[src/pkg/board_glue_pkg.sv]
package board_glue_pkg;
  // ****************
  // Register map, byte addresses
  // ****************
  localparam logic [7:0] ip_service_off = 8'h00;
  localparam logic [7:0] slot_service_off = 8'h04;
  localparam logic [7:0] status_off = 8'h08;
  localparam logic [7:0] xbar_route_off = 8'h10;
  localparam logic [7:0] ip_event_off = 8'h30;
  localparam logic [7:0] vme_irq_off = 8'h34;
  localparam logic [7:0] irq_level_off = 8'h38;
  localparam logic [7:0] irq_dest_off = 8'h40;
  localparam logic [7:0] event_ack_off = 8'h44;
  localparam logic [7:0] irq_vector_off = 8'h60;

  // ****************
  // Field positions
  // ****************
  localparam int svc_reset_bit = 0;
  localparam int svc_analyse_bit = 1;
  localparam int svc_error_bit = 2;
  localparam int vme_irq_bit = 1;
  localparam int irq_dest_bit = 2;
  localparam int ip_event_bit = 0;
  localparam int irq_level_lsb = 0;
  localparam int xbar_b_lsb = 8;
  localparam int route_w = 6;

  // ****************
  // Reset values and bus answers
  // ****************
  localparam logic [2:0] svc_reset_val = 3'h0;
  localparam logic [2:0] irq_level_reset = 3'h0;
  localparam logic [7:0] irq_vector_reset = 8'h0f;
  localparam logic [5:0] route_reset = 6'h00;
  localparam logic [1:0] resp_okay = 2'h0;
  localparam logic [1:0] resp_slverr = 2'h2;

  // Configuration up link destinations
  typedef enum logic [1:0] {
    cfg_to_adapter,
    cfg_to_front,
    cfg_to_rear
  } cfg_dest_t;
endpackage : board_glue_pkg

[src/pin_sync3.sv]
`timescale 1ns/1ps
`default_nettype none
module pin_sync3 #(
  parameter logic RESET_VAL = 1'b0
) (
  input wire logic aclk,
  input wire logic aresetn,
  input wire logic pin,
  output logic level
);
  logic s1_q;
  logic s2_q;
  logic s3_q;

  // First stage feeds only the second; a change counts once 2 and 3 agree
  always_ff @(posedge aclk) begin
    if (!aresetn) begin
      s1_q <= RESET_VAL;
      s2_q <= RESET_VAL;
      s3_q <= RESET_VAL;
      level <= RESET_VAL;
    end else begin
      s1_q <= pin;
      s2_q <= s1_q;
      s3_q <= s2_q;
      if (s2_q == s3_q) begin
        level <= s3_q;
      end
    end
  end
endmodule : pin_sync3
`default_nettype wire

[src/event_arm.sv]
`timescale 1ns/1ps
`default_nettype none
module event_arm (
  input wire logic aclk,
  input wire logic rst,
  input wire logic request,
  input wire logic rearm,
  output logic event_pulse,
  output logic armed
);
  // One event per arming; a rearm in the same cycle as an event keeps
  // the block armed so that the acknowledge is never lost
  always_ff @(posedge aclk) begin
    if (rst) begin
      armed <= 1'b1;
      event_pulse <= 1'b0;
    end else begin
      event_pulse <= request && armed;
      if (rearm) begin
        armed <= 1'b1;
      end else if (request && armed) begin
        armed <= 1'b0;
      end
    end
  end
endmodule : event_arm
`default_nettype wire

[src/board_service_irq.sv]
// What this block does
// Crossbar may join group A links only to group B links.
// Each link's input goes through one crossbar, output through the other.
// Never use rear and front paths of a shared link together.
// Config up/down link steered by front and port selectors.
// Interface processor services are register bits OR upper port inputs.
// Slot 0 services are processor services OR slot register bits.
// Slot 0 services are also driven on the lower service port.
// Slots 1-7 take slot 0 subsystem port or slot 0 source.
// Link adapter and config processor reset by slot 0 reset.
// Crossbar reset on every config processor external memory write.
// Power-on or VME reset resets every part of the board. The pin synchronisers here reset on aresetn only.
// VME request raised while the interrupt bit is set.
// VME request line follows the programmed interrupt level.
// Acknowledge cycle answered with the vector register contents.
// Event bit set signals events to the interface processor.
// Processor must acknowledge before the next event is delivered.
// Adapter interrupt steered by the destination register.
// Interrupt level 1 to 7; zero disables VME interrupts.
// Destination set: processor; clear: VME bus.
// Any write to the acknowledge register re-arms events.
// Answer acknowledge only on matching level while pending.
`timescale 1ns/1ps
`default_nettype none
module board_service_irq (
  input wire logic aclk,
  input wire logic aresetn,
  // AXI4-Lite slave
  input wire logic [7:0] s_axi_awaddr,
  input wire logic s_axi_awvalid,
  output logic s_axi_awready,
  input wire logic [31:0] s_axi_wdata,
  input wire logic [3:0] s_axi_wstrb,
  input wire logic s_axi_wvalid,
  output logic s_axi_wready,
  output logic [1:0] s_axi_bresp,
  output logic s_axi_bvalid,
  input wire logic s_axi_bready,
  input wire logic [7:0] s_axi_araddr,
  input wire logic s_axi_arvalid,
  output logic s_axi_arready,
  output logic [31:0] s_axi_rdata,
  output logic [1:0] s_axi_rresp,
  output logic s_axi_rvalid,
  input wire logic s_axi_rready,
  // Interface processor write port to the slot register (same clock)
  input wire logic ip_slot_wr,
  input wire logic [2:0] ip_slot_data,
  // Pins
  input wire logic vme_sysreset,
  input wire logic [2:0] upper_svc_in,
  input wire logic [2:0] slot0_subsys_in,
  input wire logic front_config_selector,
  input wire logic config_port_selector,
  input wire logic slot_hierarchy_selector,
  input wire logic cfg_mem_write,
  input wire logic adapter_irq,
  input wire logic vme_iack,
  input wire logic [2:0] vme_iack_level,
  input wire logic vme_iackin,
  // Services out
  output logic [2:0] ip_svc,
  output logic [2:0] slot0_svc,
  output logic [2:0] lower_svc_out,
  output logic [2:0] slots_svc,
  output logic adapter_reset,
  output logic cfg_proc_reset,
  output logic xbar_reset,
  // Configuration link steering
  output logic [1:0] cfg_up_link,
  output logic cfg_down_link,
  // Crossbar programming
  output logic xbar_prog,
  output logic [5:0] xbar_in_src,
  output logic [5:0] xbar_in_dst,
  output logic [5:0] xbar_out_src,
  output logic [5:0] xbar_out_dst,
  // Interrupts
  output logic [7:1] vme_irq_n,
  output logic [7:0] iack_data,
  output logic iack_data_oe,
  output logic iack_dtack,
  output logic vme_iackout,
  output logic ip_event,
  output logic ip_adapter_irq
);
  // ****************
  // Pin synchronisers
  // ****************
  localparam int n_pins = 17;
  logic [n_pins-1:0] pin_raw;
  logic [n_pins-1:0] pin_s;
  assign pin_raw = {vme_iackin, vme_iack_level, vme_iack, adapter_irq,
    cfg_mem_write, slot_hierarchy_selector, config_port_selector,
    front_config_selector, slot0_subsys_in, upper_svc_in, vme_sysreset};

  for (genvar i = 0; i < n_pins; i++) begin : g_sync
    pin_sync3 u_sync (
      .aclk(aclk),
      .aresetn(aresetn),
      .pin(pin_raw[i]),
      .level(pin_s[i])
    );
  end

  logic sysrst_s;
  logic [2:0] upper_s;
  logic [2:0] subsys_s;
  logic front_s;
  logic port_s;
  logic hier_s;
  logic memwr_s;
  logic adapter_s;
  logic iack_s;
  logic [2:0] iack_lvl_s;
  logic iackin_s;
  assign sysrst_s = pin_s[0];
  assign upper_s = pin_s[3:1];
  assign subsys_s = pin_s[6:4];
  assign front_s = pin_s[7];
  assign port_s = pin_s[8];
  assign hier_s = pin_s[9];
  assign memwr_s = pin_s[10];
  assign adapter_s = pin_s[11];
  assign iack_s = pin_s[12];
  assign iack_lvl_s = pin_s[15:13];
  assign iackin_s = pin_s[16];

  // Power-on or VME reset resets everything on the board except the pin synchronisers, which only aresetn resets
  logic rst;
  assign rst = !aresetn || sysrst_s;

  // ****************
  // Registers
  // ****************
  logic [2:0] ip_reg_q;
  logic [2:0] slot_reg_q;
  logic [11:0] route_q;
  logic ip_event_q;
  logic vme_irq_q;
  logic [2:0] irq_level_q;
  logic irq_dest_q;
  logic [7:0] irq_vector_q;
  logic ev_armed;
  logic ev_pulse;

  // ****************
  // AXI4-Lite write path
  // ****************
  logic aw_held_q;
  logic w_held_q;
  logic [7:0] awaddr_q;
  logic [31:0] wdata_q;
  logic [3:0] wstrb_q;
  logic wr_go;
  logic [7:0] wr_addr;
  logic [31:0] wr_data;
  logic wr_b0;

  assign wr_go = aw_held_q && w_held_q && !s_axi_bvalid;
  assign wr_addr = awaddr_q;
  assign wr_data = wdata_q;
  assign wr_b0 = wstrb_q[0];

  always_ff @(posedge aclk) begin
    if (rst) begin
      aw_held_q <= 1'b0;
      awaddr_q <= 8'h00;
    end else if (s_axi_awvalid && s_axi_awready) begin
      aw_held_q <= 1'b1;
      awaddr_q <= s_axi_awaddr;
    end else if (wr_go) begin
      aw_held_q <= 1'b0;
    end
  end

  always_ff @(posedge aclk) begin
    if (rst) begin
      w_held_q <= 1'b0;
      wdata_q <= 32'h0000_0000;
      wstrb_q <= 4'h0;
    end else if (s_axi_wvalid && s_axi_wready) begin
      w_held_q <= 1'b1;
      wdata_q <= s_axi_wdata;
      wstrb_q <= s_axi_wstrb;
    end else if (wr_go) begin
      w_held_q <= 1'b0;
    end
  end

  always_ff @(posedge aclk) begin
    if (rst) begin
      s_axi_awready <= 1'b0;
      s_axi_wready <= 1'b0;
    end else begin
      s_axi_awready <= !aw_held_q && !(s_axi_awvalid && s_axi_awready);
      s_axi_wready <= !w_held_q && !(s_axi_wvalid && s_axi_wready);
    end
  end

  logic wr_mapped;
  always_comb begin
    case (wr_addr)
      board_glue_pkg::ip_service_off,
      board_glue_pkg::slot_service_off,
      board_glue_pkg::xbar_route_off,
      board_glue_pkg::ip_event_off,
      board_glue_pkg::vme_irq_off,
      board_glue_pkg::irq_level_off,
      board_glue_pkg::irq_dest_off,
      board_glue_pkg::event_ack_off,
      board_glue_pkg::irq_vector_off: wr_mapped = 1'b1;
      default: wr_mapped = 1'b0;
    endcase
  end

  always_ff @(posedge aclk) begin
    if (rst) begin
      s_axi_bvalid <= 1'b0;
      s_axi_bresp <= board_glue_pkg::resp_okay;
    end else if (wr_go) begin
      s_axi_bvalid <= 1'b1;
      s_axi_bresp <= wr_mapped ? board_glue_pkg::resp_okay
                               : board_glue_pkg::resp_slverr;
    end else if (s_axi_bready) begin
      s_axi_bvalid <= 1'b0;
    end
  end

  logic wr_en;
  assign wr_en = wr_go && wr_b0;

  always_ff @(posedge aclk) begin
    if (rst) begin
      ip_reg_q <= board_glue_pkg::svc_reset_val;
    end else if (wr_en && wr_addr == board_glue_pkg::ip_service_off) begin
      ip_reg_q <= wr_data[2:0];
    end
  end

  // Both VME and the interface processor may write; VME wins a tie
  always_ff @(posedge aclk) begin
    if (rst) begin
      slot_reg_q <= board_glue_pkg::svc_reset_val;
    end else if (wr_en && wr_addr == board_glue_pkg::slot_service_off) begin
      slot_reg_q <= wr_data[2:0];
    end else if (ip_slot_wr) begin
      slot_reg_q <= ip_slot_data;
    end
  end

  always_ff @(posedge aclk) begin
    if (rst) begin
      ip_event_q <= 1'b0;
      vme_irq_q <= 1'b0;
      irq_level_q <= board_glue_pkg::irq_level_reset;
      irq_dest_q <= 1'b0;
      irq_vector_q <= board_glue_pkg::irq_vector_reset;
    end else if (wr_en) begin
      case (wr_addr)
        board_glue_pkg::ip_event_off:
          ip_event_q <= wr_data[board_glue_pkg::ip_event_bit];
        board_glue_pkg::vme_irq_off:
          vme_irq_q <= wr_data[board_glue_pkg::vme_irq_bit];
        board_glue_pkg::irq_level_off:
          irq_level_q <= wr_data[board_glue_pkg::irq_level_lsb +: 3];
        board_glue_pkg::irq_dest_off:
          irq_dest_q <= wr_data[board_glue_pkg::irq_dest_bit];
        board_glue_pkg::irq_vector_off:
          irq_vector_q <= wr_data[7:0];
        default: ;
      endcase
    end
  end

  // ****************
  // Crossbar programming
  // ****************
  // One request names a group A link and a group B link; the in path is
  // set on one crossbar and the out path on the other, never in series.
  always_ff @(posedge aclk) begin
    if (rst) begin
      xbar_prog <= 1'b0;
      xbar_in_src <= board_glue_pkg::route_reset;
      xbar_in_dst <= board_glue_pkg::route_reset;
      xbar_out_src <= board_glue_pkg::route_reset;
      xbar_out_dst <= board_glue_pkg::route_reset;
    end else begin
      xbar_prog <= wr_en && wr_addr == board_glue_pkg::xbar_route_off;
      if (wr_en && wr_addr == board_glue_pkg::xbar_route_off) begin
        xbar_in_src <= wr_data[board_glue_pkg::route_w-1:0];
        xbar_in_dst <= wr_data[board_glue_pkg::xbar_b_lsb +:
                               board_glue_pkg::route_w];
        xbar_out_src <= wr_data[board_glue_pkg::xbar_b_lsb +:
                                board_glue_pkg::route_w];
        xbar_out_dst <= wr_data[board_glue_pkg::route_w-1:0];
      end
    end
  end

  assign route_q = {xbar_in_dst, xbar_in_src};

  // ****************
  // System services
  // ****************
  logic [2:0] ip_svc_d;
  logic [2:0] slot0_svc_d;
  assign ip_svc_d = ip_reg_q | upper_s;
  assign slot0_svc_d = ip_svc_d | slot_reg_q;

  always_ff @(posedge aclk) begin
    if (rst) begin
      ip_svc <= 3'h1;
      slot0_svc <= 3'h1;
      lower_svc_out <= 3'h1;
      slots_svc <= 3'h1;
      adapter_reset <= 1'b1;
      cfg_proc_reset <= 1'b1;
      xbar_reset <= 1'b1;
    end else begin
      ip_svc <= ip_svc_d;
      slot0_svc <= slot0_svc_d;
      lower_svc_out <= slot0_svc_d;
      slots_svc <= hier_s ? subsys_s : slot0_svc_d;
      adapter_reset <= slot0_svc_d[board_glue_pkg::svc_reset_bit];
      cfg_proc_reset <= slot0_svc_d[board_glue_pkg::svc_reset_bit];
      xbar_reset <= memwr_s;
    end
  end

  // ****************
  // Configuration link steering
  // ****************
  always_ff @(posedge aclk) begin
    if (rst) begin
      cfg_up_link <= board_glue_pkg::cfg_to_adapter;
      cfg_down_link <= 1'b0;
    end else begin
      if (front_s) begin
        cfg_up_link <= board_glue_pkg::cfg_to_adapter;
      end else if (port_s) begin
        cfg_up_link <= board_glue_pkg::cfg_to_front;
      end else begin
        cfg_up_link <= board_glue_pkg::cfg_to_rear;
      end
      cfg_down_link <= port_s;
    end
  end

  // ****************
  // VME interrupt and acknowledge
  // ****************
  logic pending;
  logic lvl_ok;
  assign pending = vme_irq_q || (adapter_s && !irq_dest_q);
  assign lvl_ok = irq_level_q != 3'h0;

  always_ff @(posedge aclk) begin
    if (rst) begin
      vme_irq_n <= 7'h7f;
    end else begin
      for (int l = 1; l <= 7; l++) begin
        vme_irq_n[l] <= !(pending && lvl_ok && irq_level_q == 3'(l));
      end
    end
  end

  // Mismatched or idle acknowledges go down the daisy chain
  logic iack_mine;
  assign iack_mine = iack_s && iackin_s && pending && lvl_ok &&
                     iack_lvl_s == irq_level_q;
  always_ff @(posedge aclk) begin
    if (rst) begin
      iack_data <= 8'h00;
      iack_data_oe <= 1'b0;
      iack_dtack <= 1'b0;
      vme_iackout <= 1'b0;
    end else begin
      iack_data <= iack_mine ? irq_vector_q : 8'h00;
      iack_data_oe <= iack_mine;
      iack_dtack <= iack_mine;
      vme_iackout <= iack_s && iackin_s && !iack_mine;
    end
  end

  // ****************
  // Interface processor events
  // ****************
  logic ev_req;
  assign ev_req = ip_event_q || (adapter_s && irq_dest_q);

  event_arm u_event (
    .aclk(aclk),
    .rst(rst),
    .request(ev_req),
    .rearm(wr_go && wr_addr == board_glue_pkg::event_ack_off),
    .event_pulse(ev_pulse),
    .armed(ev_armed)
  );

  always_ff @(posedge aclk) begin
    if (rst) begin
      ip_event <= 1'b0;
      ip_adapter_irq <= 1'b0;
    end else begin
      ip_event <= ev_pulse;
      ip_adapter_irq <= adapter_s && irq_dest_q;
    end
  end

  // ****************
  // AXI4-Lite read path
  // ****************
  logic [31:0] rd_val;
  logic rd_ok;
  always_comb begin
    rd_val = 32'h0000_0000;
    rd_ok = 1'b1;
    case (s_axi_araddr)
      board_glue_pkg::ip_service_off: rd_val[2:0] = ip_reg_q;
      board_glue_pkg::slot_service_off: rd_val[2:0] = slot_reg_q;
      board_glue_pkg::status_off:
        rd_val[10:0] = {ev_armed, pending, hier_s, port_s, front_s,
                        subsys_s, upper_s};
      board_glue_pkg::xbar_route_off:
        rd_val[13:0] = {route_q[11:6], 2'h0, route_q[5:0]};
      board_glue_pkg::ip_event_off: rd_val[0] = ip_event_q;
      board_glue_pkg::vme_irq_off: rd_val[1] = vme_irq_q;
      board_glue_pkg::irq_level_off: rd_val[2:0] = irq_level_q;
      board_glue_pkg::irq_dest_off: rd_val[2] = irq_dest_q;
      board_glue_pkg::event_ack_off: rd_val = 32'h0000_0000;
      board_glue_pkg::irq_vector_off: rd_val[7:0] = irq_vector_q;
      default: rd_ok = 1'b0;
    endcase
  end

  always_ff @(posedge aclk) begin
    if (rst) begin
      s_axi_arready <= 1'b0;
      s_axi_rvalid <= 1'b0;
      s_axi_rdata <= 32'h0000_0000;
      s_axi_rresp <= board_glue_pkg::resp_okay;
    end else if (s_axi_arvalid && s_axi_arready) begin
      s_axi_arready <= 1'b0;
      s_axi_rvalid <= 1'b1;
      s_axi_rdata <= rd_val;
      s_axi_rresp <= rd_ok ? board_glue_pkg::resp_okay
                           : board_glue_pkg::resp_slverr;
    end else if (s_axi_rvalid) begin
      if (s_axi_rready) begin
        s_axi_rvalid <= 1'b0;
      end
    end else begin
      s_axi_arready <= 1'b1;
    end
  end
endmodule : board_service_irq
`default_nettype wire

[config.mk]
export PLATFORM = sky130hd
export DESIGN_NAME = board_service_irq
export DESIGN_NICKNAME = d
export VERILOG_FILES = /design/src/pkg/board_glue_pkg.sv /design/src/pin_sync3.sv /design/src/event_arm.sv /design/src/board_service_irq.sv
export SDC_FILE = /design/constraint.sdc
export NUM_CORES = 1
export LEC_CHECK = 0
export BUFFER_PORTS_ARGS = -buffer_cell sky130_fd_sc_hd__buf_2
export CAP_MARGIN = 20
export CORE_ASPECT_RATIO = 1.2
export CORE_MARGIN = 5
export CORE_UTILIZATION = 52
export CTS_CLUSTER_SIZE = 14
export DETAILED_ROUTE_END_ITERATION = 12
export GPL_ROUTABILITY_DRIVEN = 0
export PLACE_DENSITY = 0.83
export SLEW_MARGIN = 30
export SYNTH_ARGS = -nofsm -noshare
export SYNTH_HDL_FRONTEND = slang
export SYNTH_SLANG_ARGS = --single-unit
export TNS_END_PERCENT = 100
[constraint.sdc]
create_clock -name aclk -period 2.1 [get_ports aclk]
set_input_delay 0.42 -clock aclk [delete_from_list [all_inputs] [get_ports aclk]]
set_output_delay 0.42 -clock aclk [all_outputs]
set_load 0.005 [all_outputs]
# ---- After elaboration in Yosys (flattened, before gate mapping)
# Cells that the tools add are included.
dict set report op_classes {
  n_eq_ne 42
  n_reduce_logical 64
  mux 22
  bitwise_logic 3
}
# operator n
set ops {}
lappend ops {{$eq 8x6->1 const B} 6}
lappend ops {{$eq 8x7->1 const B} 6}
lappend ops {{$logic_and 1x1->1} 28}
lappend ops {{$pmux 1 s7} 3}
lappend ops {{$eq 1x1->1} 17}
lappend ops {{$eq 8x3->1 const B} 2}
lappend ops {{$eq 8x5->1 const B} 2}
lappend ops {{$logic_not 8->1} 2}
lappend ops {{$logic_not 1->1} 15}
lappend ops {{$pmux 5 s3} 1}
lappend ops {{$eq 3x3->1 const B} 4}
lappend ops {{$mux 3} 4}
lappend ops {{$mux 1} 10}
lappend ops {{$reduce_and 2->1} 5}
lappend ops {{$reduce_or 10->1} 1}
lappend ops {{$reduce_or 9->1} 1}
lappend ops {{$eq 8x4->1 const B} 1}
lappend ops {{$reduce_bool 2->1} 4}
lappend ops {{$reduce_or 2->1} 4}
lappend ops {{$eq 3x2->1 const B} 2}
lappend ops {{$mux 2} 3}
lappend ops {{$or 3x3->3} 2}
lappend ops {{$pmux 3 s2} 1}
lappend ops {{$eq 3x1->1 const B} 1}
lappend ops {{4 further kinds} 6}
dict set report totals {
  inputBits 80
  out_inout_bits 104
  register_bits 184
  elab_cells 237
}

# ---- Longest topological paths before layout
# Gate-level depths: netlist of the first run.
dict set report logic_depth {
  depth_word 8
  depth_mapped 6
  mapped_depth_nobuf 4
}

# ---- Hierarchy
# Synthesis of the first run repeated with hierarchy kept, for this count alone.
dict set report hier_totals {
  cells_unflattened 716
  hier_area_um2 6727.7
}
# module n_inst seq_area_each_um2 area_each_um2 cells_per_inst
set by_module_without_submodules {}
lappend by_module_without_submodules {board_service_irq 1 2222.1 4689.5 539}
lappend by_module_without_submodules {pin_sync3 17 80.1 116.4 10}
lappend by_module_without_submodules {event_arm 1 40.0 60.1 7}

# ---- Least setup slack after synthesis of the first run
# OpenSTA, ideal clock, no wires.
dict set report synth_timing {
  path_kind {input port to flip-flop}
  from {in s_axi_araddr[3]}
  to {reg s_axi_rdata[3]}
  t_required_ns 2.040
  arrival_time_ns 1.742
  path_buffers 1
  stages 5
  setup_ns 0.060
  setup_slack_ns 0.297
  cell_sequence {or4_1 -> buf_2 -> or3_4 -> o211ai_2 -> a32o_1}
}
dict set report synth_via {
  elab_chain_cells 2
  word_cells_on_any_way 4
  classes_between {eq/ne: 3; mux: 1}
}
# element line
set synth_rtl {}
lappend synth_rtl {{start, declared} board_service_irq.sv:39} ;# input wire logic [7:0] s_axi_araddr,
lappend synth_rtl {{$eq 8x7->1, or another cell as far along} board_service_irq.sv:419} ;# case (s_axi_araddr)
lappend synth_rtl {{$pmux 5 s3 (*)} board_service_irq.sv:419}
lappend synth_rtl {{end signal, assigned} board_service_irq.sv:446} ;# s_axi_rdata <= rd_val;
lappend synth_rtl {{end, declared} board_service_irq.sv:42} ;# output logic [31:0] s_axi_rdata,
# Every way passes the cells marked *; elsewhere a longest branch is shown, timed or not.
# A chain may end at the register's enable or synchronous reset.

# ---- Worst setup path after layout of the first run
dict set report layout_timing {
  from {reg awaddr_q[6]}
  to {reg irq_level_q[1]}
}
dict set report layout_via {
  elab_chain_cells 2
}
# element line
set layout_rtl {}
lappend layout_rtl {{start, declared} board_service_irq.sv:152} ;# logic [7:0] awaddr_q;
lappend layout_rtl {{start signal, assigned} board_service_irq.sv:171} ;# awaddr_q <= s_axi_awaddr;
lappend layout_rtl {{$eq 8x6->1} board_service_irq.sv:260} ;# case (wr_addr)
lappend layout_rtl {{$reduce_and 2->1 (no source line)} -}
lappend layout_rtl {{end signal, assigned} board_service_irq.sv:256} ;# irq_level_q <= board_glue_pkg::irq_level_reset;
lappend layout_rtl {{end signal, assigned} board_service_irq.sv:266} ;# irq_level_q <= wr_data[board_glue_pkg::irq_level_lsb +: 3];
lappend layout_rtl {{end, declared} board_service_irq.sv:141} ;# logic [2:0] irq_level_q;
# Every way passes these cells.

==> impl_results.rst, run 1 <==
.. list-table::
   :header-rows: 1

   * - Metric
     - Value
   * - Sequential cell area
     - 3620 um2
   * - Critical path cell sequence
     - nor3b_1 > nand4_1 > mux2i_1 > nor2_1
   * - Buffer depth of the longest clock path
     - 2
   * - Root buffer selected by CTS
     - sky130_fd_sc_hd__clkbuf_16
   * - Vias in the first global route
     - 4919
   * - Buffer count from post-CTS setup fixing
     - 0
   * - Outcome
     - complete, no violations
   * - # Max-Cap Violations
     - 0
   * - WP data arrival
     - 2080 ps
   * - Internal power summed over all cells
     - 5.49 mW
   * - DRT Pass-1 Iters
     - 4
   * - Unrepaired setup endpoints after global routing
     - no
   * - Number of buffers inserted during clock tree synthesis
     - 17
   * - Post-DRT Antenna Nets
     - 0
   * - Antenna violations before repair
     - 0
   * - Worst-skew pair later-pin latency
     - 420 ps
   * - R2R cell count
     - 4
   * - Sequential Power Share
     - 0.506
   * - Area growth from synthesis to layout
     - 18.0%
   * - Max-slew violation count
     - 0
   * - Die X-Extent
     - 115 um
   * - Combined area of the multi-input logic cells
     - 2750 um2
   * - Fill cell count
     - 1026
   * - Worst Slack Setup Final
     - 317 ps
   * - Die outline area
     - 15500 um2
   * - Largest net degree at the start of global routing
     - 80
   * - Vertical die dimension
     - 135 um
   * - Total number of cells along the worst setup path
     - 4
   * - Instance count along the most critical hold path
     - 2
   * - Launch point of the critical path
     - awaddr_q[6]$_SDFFE_PP0P_
   * - Kind of start point of the critical path
     - flip-flop
   * - Total power per unit cell area
     - 881 nW/um2
   * - Number of levels in the clock H-tree
     - 4
   * - Count of warnings emitted by yosys
     - 0
   * - Total power consumption of the routed design
     - 7.08 mW
   * - Path type of the worst min-delay path
     - in -> reg
   * - WHS
     - 198 ps
   * - Total number of vias
     - 5211
   * - Post-Syn Instances
     - 719
   * - TritonCTS clock tree
     - done
   * - Core Region
     - 12800 um2
   * - Post_cts resized
     - 0
   * - Combinational fraction of design power
     - 0.052
   * - Seq cells post-synth
     - 181
   * - Timing-limited maximum frequency
     - 561 MHz
   * - Average footprint of a synthesized cell
     - 9.48 um2
   * - Pin slew with the least headroom to its limit
     - 657 ps
   * - Count of non-filler cells in the finished layout
     - 1013
   * - Total count of hold-check failures in the final report
     - 0
   * - RR Endpoint
     - irq_level_q[1]$_SDFFE_PP0P_
   * - Commonest register cell after synthesis
     - sky130_fd_sc_hd__dfxtp_1
   * - Count of flip-flops with a built-in enable after synthesis
     - 0
   * - Buffers plus inverters on the worst setup path
     - 0
   * - Final setup vio count
     - 0
   * - # hold bufs at CTS
     - 0
   * - Crit path max-delay family
     - simple AND/OR/NAND/NOR gates
   * - Post-synthesis async set-or-reset flop share
     - 0
   * - Placed cells
     - 981
   * - Net switching share of the total power
     - 0.225
   * - Final min period
     - 1780 ps
   * - Headroom to the max-slew limit
     - 0.561
   * - Port Buf Inserts
     - 142
   * - Slowest stage cell on the critical path
     - sky130_fd_sc_hd__nor3b_1
   * - Part of the total power dissipated in the clock network
     - 0.441
   * - Unique cell type count in the Yosys netlist
     - 59
   * - Crit path to
     - irq_level_q[1]$_SDFFE_PP0P_
   * - HPWL after detailed placement
     - 10900 um
   * - I/O Pins
     - 184
   * - Effective utilization at floorplan
     - 0.533
   * - Total clock sinks
     - 181
   * - Post-detailed-routing wire length
     - 15300 um
   * - Switching power
     - 1.60 mW
   * - Crit path capture type
     - flip-flop
   * - Layout cell share with drive strength beyond 1
     - 0.238
   * - Worst setup path category
     - reg -> reg
   * - Total placed instance area
     - 7450 um2
   * - Largest fanout on the critical path
     - 6
   * - Static leakage power
     - 3.53 nW
   * - Final cell area excluding filler cells
     - 8040 um2
   * - Core occupancy in the finished layout
     - 0.629
   * - Required time of the worst setup path
     - 2400 ps
   * - Average routed wire per standard cell
     - 15.1 um
   * - Final worst-path cycle share
     - 0.849
   * - Overall global routing resource usage
     - 0.195
   * - Crit Reg-Reg Startpoint
     - awaddr_q[6]$_SDFFE_PP0P_
   * - Per-cell via count in the routed design
     - 5.14
   * - Number of nets in the layout
     - 916
   * - Number of DRC violations after detailed routing
     - 0
   * - Total global routing overflow
     - 0
   * - Post-route setup TNS
     - 0 ps
   * - Count of routing violations after the opening detailed-route iteration
     - 299
   * - Syn Std Cell Area
     - 6820 um2
   * - Placement-stage worst setup slack
     - 45.9 ps
   * - Worst setup slack for register-to-register paths
     - 320 ps
   * - Core Rows
     - 45
   * - Wire length of the first global-routing pass
     - 24000 um
   * - Crit path largest cell delay
     - 580 ps
   * - Worst voltage drop across the vdd grid
     - 509 uV
   * - Proportion of synthesized chip area in sequential cells
     - 0.532
   * - Final setup skew
     - 6.66 ps
   * - Clock-pin slew on the worst setup and hold paths
     - 70 ps
state kept, by name, summed over array words and instances, names as in the netlist, 6 cells and up:
name                 count
g_sync.u_sync.s1_q      17
irq_vector_q             8
wdata_q                 14
xbar_out_dst             6
s_axi_rdata             14
iack_data                8
vme_irq_n                7
g_sync.u_sync.level     17
g_sync.u_sync.s2_q      17
g_sync.u_sync.s3_q      17
awaddr_q                 8
xbar_out_src             6
final cells by class:
cell class	instances	share of cell area
Tap cell	164	0.0255
Clock inverter	12	0.0180
Multi-Input combinational cell	469	0.342
Timing Repair Buffer	157	0.104
Inverter	10	0.00467
Sequential cell	181	0.450
Antenna cell	1	0.000311
Clock buffer	19	0.0551
routing by layer:
layer	GRT usage	vias up	wire length, um
met5	0	-	0
met4	0.0686	0	278
met3	0.0576	19	1100
met2	0.338	160	7630
met1	0.227	2412	6270
li1	-	2620	-
power by group through the flow:
stage | registers, mW | clock network, mW | logic, mW
floorplan | 3.65 | 0 | 0.258
global route | 3.60 | 3.32 | 0.412
finish | 3.59 | 3.13 | 0.370
global placement | 3.66 | 0 | 0.360
CTS | 3.59 | 3.17 | 0.370
detailed placement | 3.66 | 0 | 0.367
kinds of logic (layout without fill, tap and decap cells):
family,count (synthesis),count (layout),synth area share
other cells,1,21,0.000550
compound gates,120,120,0.115
xor+xnor,2,2,0.00257
buf+inv,88,198,0.0756
flops,181,181,0.532
simple gates,293,293,0.225
mux,34,34,0.0503
worst min-delay path by stage:
stage / startpoint / endpoint
2_1_floorplan: u_event.event_pulse$_SDFF_PP0_ / ip_event$_SDFF_PP0_
4_1_cts: config_port_selector / g_sync[8].u_sync.s1_q$_SDFF_PN0_
6_report: vme_iack / g_sync[12].u_sync.s1_q$_SDFF_PN0_
5_1_grt: vme_iackin / g_sync[16].u_sync.s1_q$_SDFF_PN0_
3_3_place_gp: g_sync[0].u_sync.s1_q$_SDFF_PN0_ / g_sync[0].u_sync.s2_q$_SDFF_PN0_
3_5_place_dp: g_sync[10].u_sync.s1_q$_SDFF_PN0_ / g_sync[10].u_sync.s2_q$_SDFF_PN0_
placed cells by master (no fill, tap or decap), types with 4 or more instances in the layout:
cell and instances:
sky130_fd_sc_hd__dfxtp_1 181, sky130_fd_sc_hd__nor3_1 15, sky130_fd_sc_hd__nand2b_1 5, sky130_fd_sc_hd__a21boi_0 17
sky130_fd_sc_hd__clkinv_4 4, sky130_fd_sc_hd__o21ai_0 25, sky130_fd_sc_hd__nand3b_1 4, sky130_fd_sc_hd__nand3_1 15
sky130_fd_sc_hd__conb_1 20, sky130_fd_sc_hd__nor2b_1 5, sky130_fd_sc_hd__buf_2 142, sky130_fd_sc_hd__clkbuf_16 17
sky130_fd_sc_hd__nor2_1 51, sky130_fd_sc_hd__mux2i_1 32, sky130_fd_sc_hd__nand4_1 7, sky130_fd_sc_hd__and2_1 66
sky130_fd_sc_hd__and3_1 5, sky130_fd_sc_hd__a21oi_1 40, sky130_fd_sc_hd__inv_1 10, sky130_fd_sc_hd__nand2_1 88
sky130_fd_sc_hd__a211oi_1 8, sky130_fd_sc_hd__a221oi_1 5, sky130_fd_sc_hd__buf_4 14, sky130_fd_sc_hd__a32o_1 4
synth_stat cells (all sizes together), types with 15 or more instances:
library cell  count  share of area
nand3            15          0.011
a21oi            40          0.029
clkbuf           24          0.013
nor3             15          0.011
mux2i            32          0.047
nor2             51          0.028
a21boi           17          0.019
o21ai            25          0.018
buf              54          0.057
dfxtp           181           0.53
nand2            88          0.048
and2             67          0.061
(Power assumes the default switching activity.)
==> run 2, diff against run 1 <==
Settings changed: CORE_UTILIZATION 52 to 47, PLACE_DENSITY 0.83 to 0.8.
Clock period 2.1 ns to 1.5 ns, I/O delays scaled along.
==> impl_results.rst, run 2 (same netlist as run 1, synthesis figures left out) <==
.. list-table::
   :header-rows: 1

   * - Metric
     - Value
   * - I/O Pins
     - 184 (unchanged)
   * - Worst setup path category
     - reg -> reg
   * - GR Util met1
     - 0.225 (-0.00223)
   * - Die outline area
     - 17000 um2 (+9.8%)
   * - WP data arrival
     - 1870 ps (-210 ps)
   * - Worst voltage drop across the vdd grid
     - 668 uV (+31%)
   * - Core Region
     - 14300 um2 (+12%)
   * - Total power per unit cell area
     - 1190 nW/um2 (+35%)
   * - Buffers plus inverters on the worst setup path
     - 1 (+1)
   * - Final setup skew
     - 10.4 ps (+3.74 ps)
   * - Final worst-path cycle share
     - 1.04 (+0.187)
   * - Worst-skew pair later-pin latency
     - 430 ps (about the same)
   * - # hold bufs at CTS
     - 0 (unchanged)
   * - Total power consumption of the routed design
     - 10.1 mW (+42%)
   * - R2R cell count
     - 4 (unchanged)
   * - Post-DRT Antenna Nets
     - 0 (unchanged)
   * - Number of DRC violations after detailed routing
     - 0 (unchanged)
   * - Final setup vio count
     - 1 (+1)
   * - Highest-count cells in the layout ignoring fill and taps
     - sky130_fd_sc_hd__dfxtp_1 (174), sky130_fd_sc_hd__buf_2 (142), sky130_fd_sc_hd__nand2_1 (88)
   * - Total number of vias
     - 5424 (+4.1%)
   * - Number of buffers inserted during clock tree synthesis
     - 17 (unchanged)
   * - Placement-stage worst setup slack
     - -302 ps (-347 ps)
   * - Total count of hold-check failures in the final report
     - 0 (unchanged)
   * - Crit path capture type
     - flip-flop
   * - Violated checks
     - negative setup slack
   * - Fill cell count
     - 1208 (+18%)
   * - Antenna violations before repair
     - 0 (unchanged)
   * - Per-cell via count in the routed design
     - 5.10 (-0.81%)
   * - Post-detailed-routing wire length
     - 16300 um (+6.8%)
   * - WHS
     - 77.9 ps (-120 ps)
   * - Max-slew violation count
     - 0 (unchanged)
   * - Final min period
     - 1550 ps (-228 ps)
   * - Path type of the worst min-delay path
     - in -> reg
   * - Average routed wire per standard cell
     - 15.3 um (+1.7%)
   * - Port Buf Inserts
     - 142 (unchanged)
   * - Global routing met2 resource utilization
     - 0.329 (-0.00838)
   * - Unrepaired setup endpoints after global routing
     - yes
   * - Critical path cell sequence
     - buf_4 > o32a_1 > or3b_4 > a31o_2
   * - Slowest stage cell on the critical path
     - sky130_fd_sc_hd__or3b_4
   * - Effective utilization at floorplan
     - 0.477 (-0.0564)
   * - Total clock sinks
     - 181 (unchanged)
   * - TritonCTS clock tree
     - done
   * - Post-route setup TNS
     - -54.4 ps (-54.4 ps)
   * - Die X-Extent
     - 120 um (+4.7%)
   * - Most used routing layer in global routing
     - met2
   * - Number of nets in the layout
     - 955 (+4.3%)
   * - Outcome
     - complete, but fails checks
   * - Final cell area excluding filler cells
     - 8490 um2 (+5.6%)
   * - Largest fanout on the critical path
     - 5 (-1)
   * - Instance count along the most critical hold path
     - 2 (unchanged)
   * - Crit path largest cell delay
     - 380 ps (-200 ps)
   * - Wire length of the first global-routing pass
     - 26000 um (+8.6%)
   * - Core occupancy in the finished layout
     - 0.594 (-0.0351)
   * - Total global routing overflow
     - 0 (unchanged)
   * - Area growth from synthesis to layout
     - 24.6%
   * - Core Rows
     - 48 (+6.7%)
   * - Number of levels in the clock H-tree
     - 4 (unchanged)
   * - Total number of cells along the worst setup path
     - 4 (unchanged)
   * - Vias in the first global route
     - 5204 (+5.8%)
   * - Crit path max-delay family
     - compound AO/OA/AOI/OAI gates
   * - Required time of the worst setup path
     - 1820 ps (-580 ps)
   * - Count of non-filler cells in the finished layout
     - 1063 (+4.9%)
   * - Overall global routing resource usage
     - 0.194 (-0.000801)
   * - Root buffer selected by CTS
     - sky130_fd_sc_hd__clkbuf_16
   * - Layout cell share with drive strength beyond 1
     - 0.291 (+0.0523)
   * - Static leakage power
     - 3.75 nW (+6.2%)
   * - Placed cells
     - 1029 (+4.9%)
   * - Headroom to the max-slew limit
     - 0.568 (+0.00641)
   * - Count of routing violations after the opening detailed-route iteration
     - 257 (-14%)
   * - Antenna diode count
     - 0 (-1)
   * - Timing-limited maximum frequency
     - 643 MHz (+15%)
   * - Largest net degree at the start of global routing
     - 60 (-25%)
   * - Clock-pin slew on the worst setup and hold paths
     - 70 ps (about the same)
   * - DRT Pass-1 Iters
     - 5 (+1)
   * - Met3 layer usage reported by global route
     - 0.0506 (-0.00700)
   * - Pin slew with the least headroom to its limit
     - 648 ps (-8.19 ps)
   * - # Max-Cap Violations
     - 0 (unchanged)
   * - Vertical die dimension
     - 142 um (+4.8%)
   * - Kind of start point of the critical path
     - flip-flop
   * - Total placed instance area
     - 7830 um2 (+5.1%)
   * - HPWL after detailed placement
     - 11800 um (+7.9%)
   * - Buffer depth of the longest clock path
     - 2 (unchanged)
   * - Worst Slack Setup Final
     - -54.4 ps (-372 ps)
   * - Most common library cell in the layout ignoring fill and taps
     - sky130_fd_sc_hd__dfxtp_1
   * - Combined area of the multi-input logic cells
     - 2830 um2 (+3.0%)
   * - Sequential cell area
     - 3630 um2 (+0.31%)
[run 2: cell types whose count changed in the layout (fill, tap and decap cells not counted), moves of 2 or more]
cell,before,now
sky130_fd_sc_hd__buf_4,14,48
sky130_fd_sc_hd__dfxtp_1,181,174
sky130_fd_sc_hd__dfxtp_2,0,6
sky130_fd_sc_hd__buf_12,1,4
sky130_fd_sc_hd__nor4_1,3,0
sky130_fd_sc_hd__buf_6,0,2
sky130_fd_sc_hd__clkbuf_1,1,3
sky130_fd_sc_hd__clkbuf_8,1,3
sky130_fd_sc_hd__clkinv_4,4,2
sky130_fd_sc_hd__clkinvlp_4,1,3
sky130_fd_sc_hd__mux2i_1,32,30
sky130_fd_sc_hd__mux2i_2,0,2
sky130_fd_sc_hd__nor4_2,1,3
[run 2: what timing repair did]
action	CTS	global route
endpoints found under the hold margin	0	0
cloned	0	0
pin swaps	0	2
setup buffers	1	1
setup endpoints to repair	19	38
resized for setup	4	12
[run 2: worst paths after layout]
kind	from	to	slack [ps]
hold / removal	vme_iack_level[1]	g_sync[14].u_sync.s1_q$_SDFF_PN0_	80
setup / recovery	awaddr_q[3]$_SDFFE_PP0P_	s_axi_bresp[1]$_SDFFE_PP0P_	-50
hold reg to reg	g_sync[2].u_sync.s1_q$_SDFF_PN0_	g_sync[2].u_sync.s2_q$_SDFF_PN0_	430
setup reg to reg	awaddr_q[3]$_SDFFE_PP0P_	s_axi_bresp[1]$_SDFFE_PP0P_	-50
[run 2: metal layers]
| metal | wire length (um) | vias up |
|---|---|---|
| li1 | - | 2701 |
| met4 | 563 | 0 |
| met2 | 8210 | 179 |
| met1 | 6570 | 2503 |
| met5 | 0 | - |
| met3 | 964 | 41 |
[run 2: where the power goes]
part	internal [mW]	switching [mW]
clock	2.60	1.82
sequential	4.94	0.0845
combinational	0.298	0.329
[run 2: cell type report]
| class | count | area share |
|---|---|---|
| clock buffers | 23 | 0.0563 |
| clock inverters | 9 | 0.0138 |
| inverters | 10 | 0.00442 |
| multi-input cells | 469 | 0.334 |
| flip-flops and latches | 181 | 0.428 |
| well taps | 175 | 0.0258 |
| repair buffers | 196 | 0.138 |
==> run 3, diff against run 2 <==
Settings changed: SYNTH_HIERARCHICAL from default to 1.
Clock period 1.5 ns to 1.4 ns, I/O delays scaled along.
==> impl_results.rst, run 3 <==
.. list-table::
   :header-rows: 1

   * - Metric
     - Value
   * - Number of levels in the clock H-tree
     - 4 (unchanged)
   * - Count of routing violations after the opening detailed-route iteration
     - 411 (+60%)
   * - Syn Std Cell Area
     - 6730 um2 (-1.3%)
   * - Combined area of the multi-input logic cells
     - 2940 um2 (+3.8%)
   * - Total clock sinks
     - 181 (unchanged)
   * - Post-detailed-routing wire length
     - 16500 um (+0.94%)
   * - Most common library cell in the layout ignoring fill and taps
     - sky130_fd_sc_hd__dfxtp_1
   * - Static leakage power
     - 3.88 nW (+3.6%)
   * - Overall global routing resource usage
     - 0.194 (-0.000222)
   * - Violated checks
     - negative setup slack
   * - Fill cell count
     - 1149 (-4.9%)
   * - Dominant combinational cell family by area after synthesis
     - simple AND/OR/NAND/NOR gates
   * - Average routed wire per standard cell
     - 15.3 um (-0.55%)
   * - Post-synthesis async set-or-reset flop share
     - 0 (unchanged)
   * - Die X-Extent
     - 119 um (-0.60%)
   * - Number of nets in the layout
     - 971 (+1.7%)
   * - Final setup vio count
     - 25 (+24)
   * - Most repeated cell in the gate-level netlist after synthesis
     - sky130_fd_sc_hd__dfxtp_1
   * - Total power consumption of the routed design
     - 10.5 mW (+4.1%)
   * - Worst setup slack for register-to-register paths
     - -80 ps (-30 ps)
   * - Worst voltage drop across the vdd grid
     - 647 uV (-3.1%)
   * - Highest-count cells in the layout ignoring fill and taps
     - sky130_fd_sc_hd__dfxtp_1 (170), sky130_fd_sc_hd__buf_2 (143), sky130_fd_sc_hd__nand2_1 (91)
   * - Count of warnings emitted by yosys
     - 6 (+6)
   * - WHS
     - 55.1 ps (-22.8 ps)
   * - Xor and xnor fraction of the mapped netlist area
     - 0.00391 (+0.00134)
   * - Fraction of synthesized cell area taken by the top area cell type
     - 0.539 (+0.00702)
   * - Total placed instance area
     - 7840 um2 (about the same)
   * - Seq cells post-synth
     - 181 (unchanged)
   * - Clock-pin slew on the worst setup and hold paths
     - 70 ps (about the same)
   * - Count of non-filler cells in the finished layout
     - 1079 (+1.5%)
   * - WP data arrival
     - 1780 ps (-90 ps)
   * - Total global routing overflow
     - 0 (unchanged)
   * - Post-Syn Instances
     - 716 (-0.42%)
   * - Port Buf Inserts
     - 142 (unchanged)
   * - Core occupancy in the finished layout
     - 0.603 (+0.00919)
   * - HPWL after detailed placement
     - 11800 um (+0.37%)
   * - Required time of the worst setup path
     - 1700 ps (-120 ps)
   * - Worst setup path category
     - reg -> reg
   * - Core Region
     - 14200 um2 (-0.42%)
   * - Total count of hold-check failures in the final report
     - 0 (unchanged)
   * - Launch point of the critical path
     - awaddr_q[4]$_SDFFE_PP0P_
   * - Effective utilization at floorplan
     - 0.473 (-0.00423)
   * - Area growth from synthesis to layout
     - 27.7%
   * - Post-DRT Antenna Nets
     - 0 (unchanged)
   * - Final min period
     - 1480 ps (-72.7 ps)
   * - Sequential cell area
     - 3640 um2 (+0.14%)
   * - RR Endpoint
     - irq_vector_q[4]$_SDFFE_PP0P_
   * - Adder and majority gate portion of the synthesized area
     - 0 (unchanged)
   * - Final setup skew
     - 9.14 ps (-1.26 ps)
   * - Root buffer selected by CTS
     - sky130_fd_sc_hd__clkbuf_16
   * - Worst min-delay path endpoint
     - g_sync[9].u_sync/s1_q$_SDFF_PN0_
   * - Placement-stage worst setup slack
     - -370 ps (-68.8 ps)
   * - Launch point of the worst hold path
     - slot_hierarchy_selector
   * - Worst-skew pair later-pin latency
     - 420 ps (about the same)
   * - Kind of start point of the critical path
     - flip-flop
   * - Instance count along the most critical hold path
     - 2 (unchanged)
   * - Proportion of synthesized area in mux cells
     - 0.0537 (+0.00345)
   * - Largest cells by area after synthesis
     - sky130_fd_sc_hd__dfxtp_1 (54%), sky130_fd_sc_hd__mux2i_1 (5.2%), sky130_fd_sc_hd__nand2_1 (5.1%), sky130_fd_sc_hd__and2_1 (4.4%), sky130_fd_sc_hd__buf_4 (4.2%)
   * - Simple-gate area share of the yosys netlist
     - 0.236 (+0.0110)
   * - Wire length of the first global-routing pass
     - 26200 um (+0.69%)
   * - Vertical die dimension
     - 141 um (-0.61%)
   * - Number of DRC violations after detailed routing
     - 0 (unchanged)
   * - I/O Pins
     - 184 (unchanged)
   * - Commonest register cell after synthesis
     - sky130_fd_sc_hd__dfxtp_1
   * - Post-route setup TNS
     - -709 ps (-654 ps)
   * - Compound-Gate Fraction of Synth Area
     - 0.105 (-0.0100)
   * - Vias in the first global route
     - 5352 (+2.8%)
   * - Final worst-path cycle share
     - 1.06 (+0.0221)
   * - DRT Pass-1 Iters
     - 5 (unchanged)
   * - Crit Reg-Reg Startpoint
     - awaddr_q[4]$_SDFFE_PP0P_
   * - Timing-limited maximum frequency
     - 675 MHz (+4.9%)
   * - R2R cell count
     - 6 (+2)
   * - Crit path capture type
     - flip-flop
   * - Total number of vias
     - 5549 (+2.3%)
   * - Largest net degree at the start of global routing
     - 69 (+15%)
   * - Worst Slack Setup Final
     - -81.7 ps (-27.3 ps)
   * - Path type of the worst min-delay path
     - in -> reg
   * - Per-cell via count in the routed design
     - 5.14 (+0.79%)
   * - Total power per unit cell area
     - 1220 nW/um2 (+3.0%)
   * - Layout cell share with drive strength beyond 1
     - 0.331 (+0.0406)
   * - TritonCTS clock tree
     - done
   * - Antenna violations before repair
     - 1 (+1)
   * - Dominant cell type by area after synthesis
     - sky130_fd_sc_hd__dfxtp_1
   * - Proportion of synthesized chip area in sequential cells
     - 0.539 (+0.00702)
   * - Cell types with the highest counts after synthesis
     - sky130_fd_sc_hd__dfxtp_1 (181), sky130_fd_sc_hd__nand2_1 (92), sky130_fd_sc_hd__nor2_1 (50)
   * - Number of buffers inserted during clock tree synthesis
     - 17 (unchanged)
   * - Final cell area excluding filler cells
     - 8590 um2 (+1.1%)
   * - Average footprint of a synthesized cell
     - 9.40 um2 (-0.89%)
   * - Outcome
     - complete, but fails checks
   * - Unrepaired setup endpoints after global routing
     - yes
   * - Unique cell type count in the Yosys netlist
     - 53 (-10%)
   * - # Max-Cap Violations
     - 0 (unchanged)
   * - Largest fanout on the critical path
     - 8 (+3)
   * - Placed cells
     - 1042 (+1.3%)
   * - Die outline area
     - 16800 um2 (-1.2%)
   * - Core Rows
     - 48 (unchanged)
   * - Count of flip-flops with a built-in enable after synthesis
     - 0 (unchanged)
   * - Max-slew violation count
     - 0 (unchanged)
   * - Buffer depth of the longest clock path
     - 2 (unchanged)
run 3: changes by cell type after synthesis, sizes merged, moves of 5 or more:
cell   before  now
a21oi      40   49
nor3b       3    8
o21ai      25   37
buf        54   41
run 3: timing repair:
| item | 4_1_cts | 5_1_grt |
|---|---|---|
| cloned | 1 | 0 |
| setup buffers | 1 | 3 |
| gates resized for setup | 11 | 32 |
| setup endpoints to repair | 32 | 60 |
| hold buffers | 0 | 0 |
| pin swaps | 3 | 9 |
run 3: final cells by class:
class	instances	area share
Tap cell	175	0.0255
Antenna cell	1	0.000291
Clock buffer	22	0.0564
Clock inverter	9	0.00801
Sequential cell	181	0.424
Multi-Input combinational cell	480	0.342
Timing Repair Buffer	205	0.141
Inverter	6	0.00262
run 3: where the power goes:
group / leakage (nW) / switching [mW] / internal [mW] / total [mW]
Sequential: 1.48 / 0.0948 / 5.29 / 5.38
Clock: 0.275 / 1.95 / 2.47 / 4.43
Combinational: 2.13 / 0.353 / 0.318 / 0.671
run 3: worst max-delay path by stage:
stage / depth (start not counted) / endpoint
3_3_place_gp: 5 / s_axi_rdata[9]$_SDFFE_PP0P_
2_1_floorplan: 5 / s_axi_rdata[9]$_SDFFE_PP0P_
6_report: 6 / irq_vector_q[4]$_SDFFE_PP0P_
4_1_cts: 6 / irq_vector_q[4]$_SDFFE_PP0P_
3_5_place_dp: 7 / s_axi_rdata[12]$_SDFFE_PP0P_
5_1_grt: 6 / irq_vector_q[4]$_SDFFE_PP0P_
run 3: kinds of logic after synthesis:
kind of cell / Yosys count
muxes: 36
and+or+nand+nor: 300
DFF: 181
buffers and inverters: 74
other: 1
AOI/OAI and AO/OA: 121
xor gates and xnor gates: 3
run 3: critical path, stage by stage (launching register included):
cell	delay, ps
sky130_fd_sc_hd__dfxtp_2	340
sky130_fd_sc_hd__buf_4	160
sky130_fd_sc_hd__nor4bb_4	330
sky130_fd_sc_hd__nand3_4	120
sky130_fd_sc_hd__buf_12	170
sky130_fd_sc_hd__mux2i_2	180
sky130_fd_sc_hd__nor2_1	70
run 3: routing by layer:
layer | routed length (um) | global-route usage
met5 | 13 | 0
met4 | 431 | 0.0879
met3 | 1310 | 0.0554
met2 | 8200 | 0.324
met1 | 6510 | 0.231
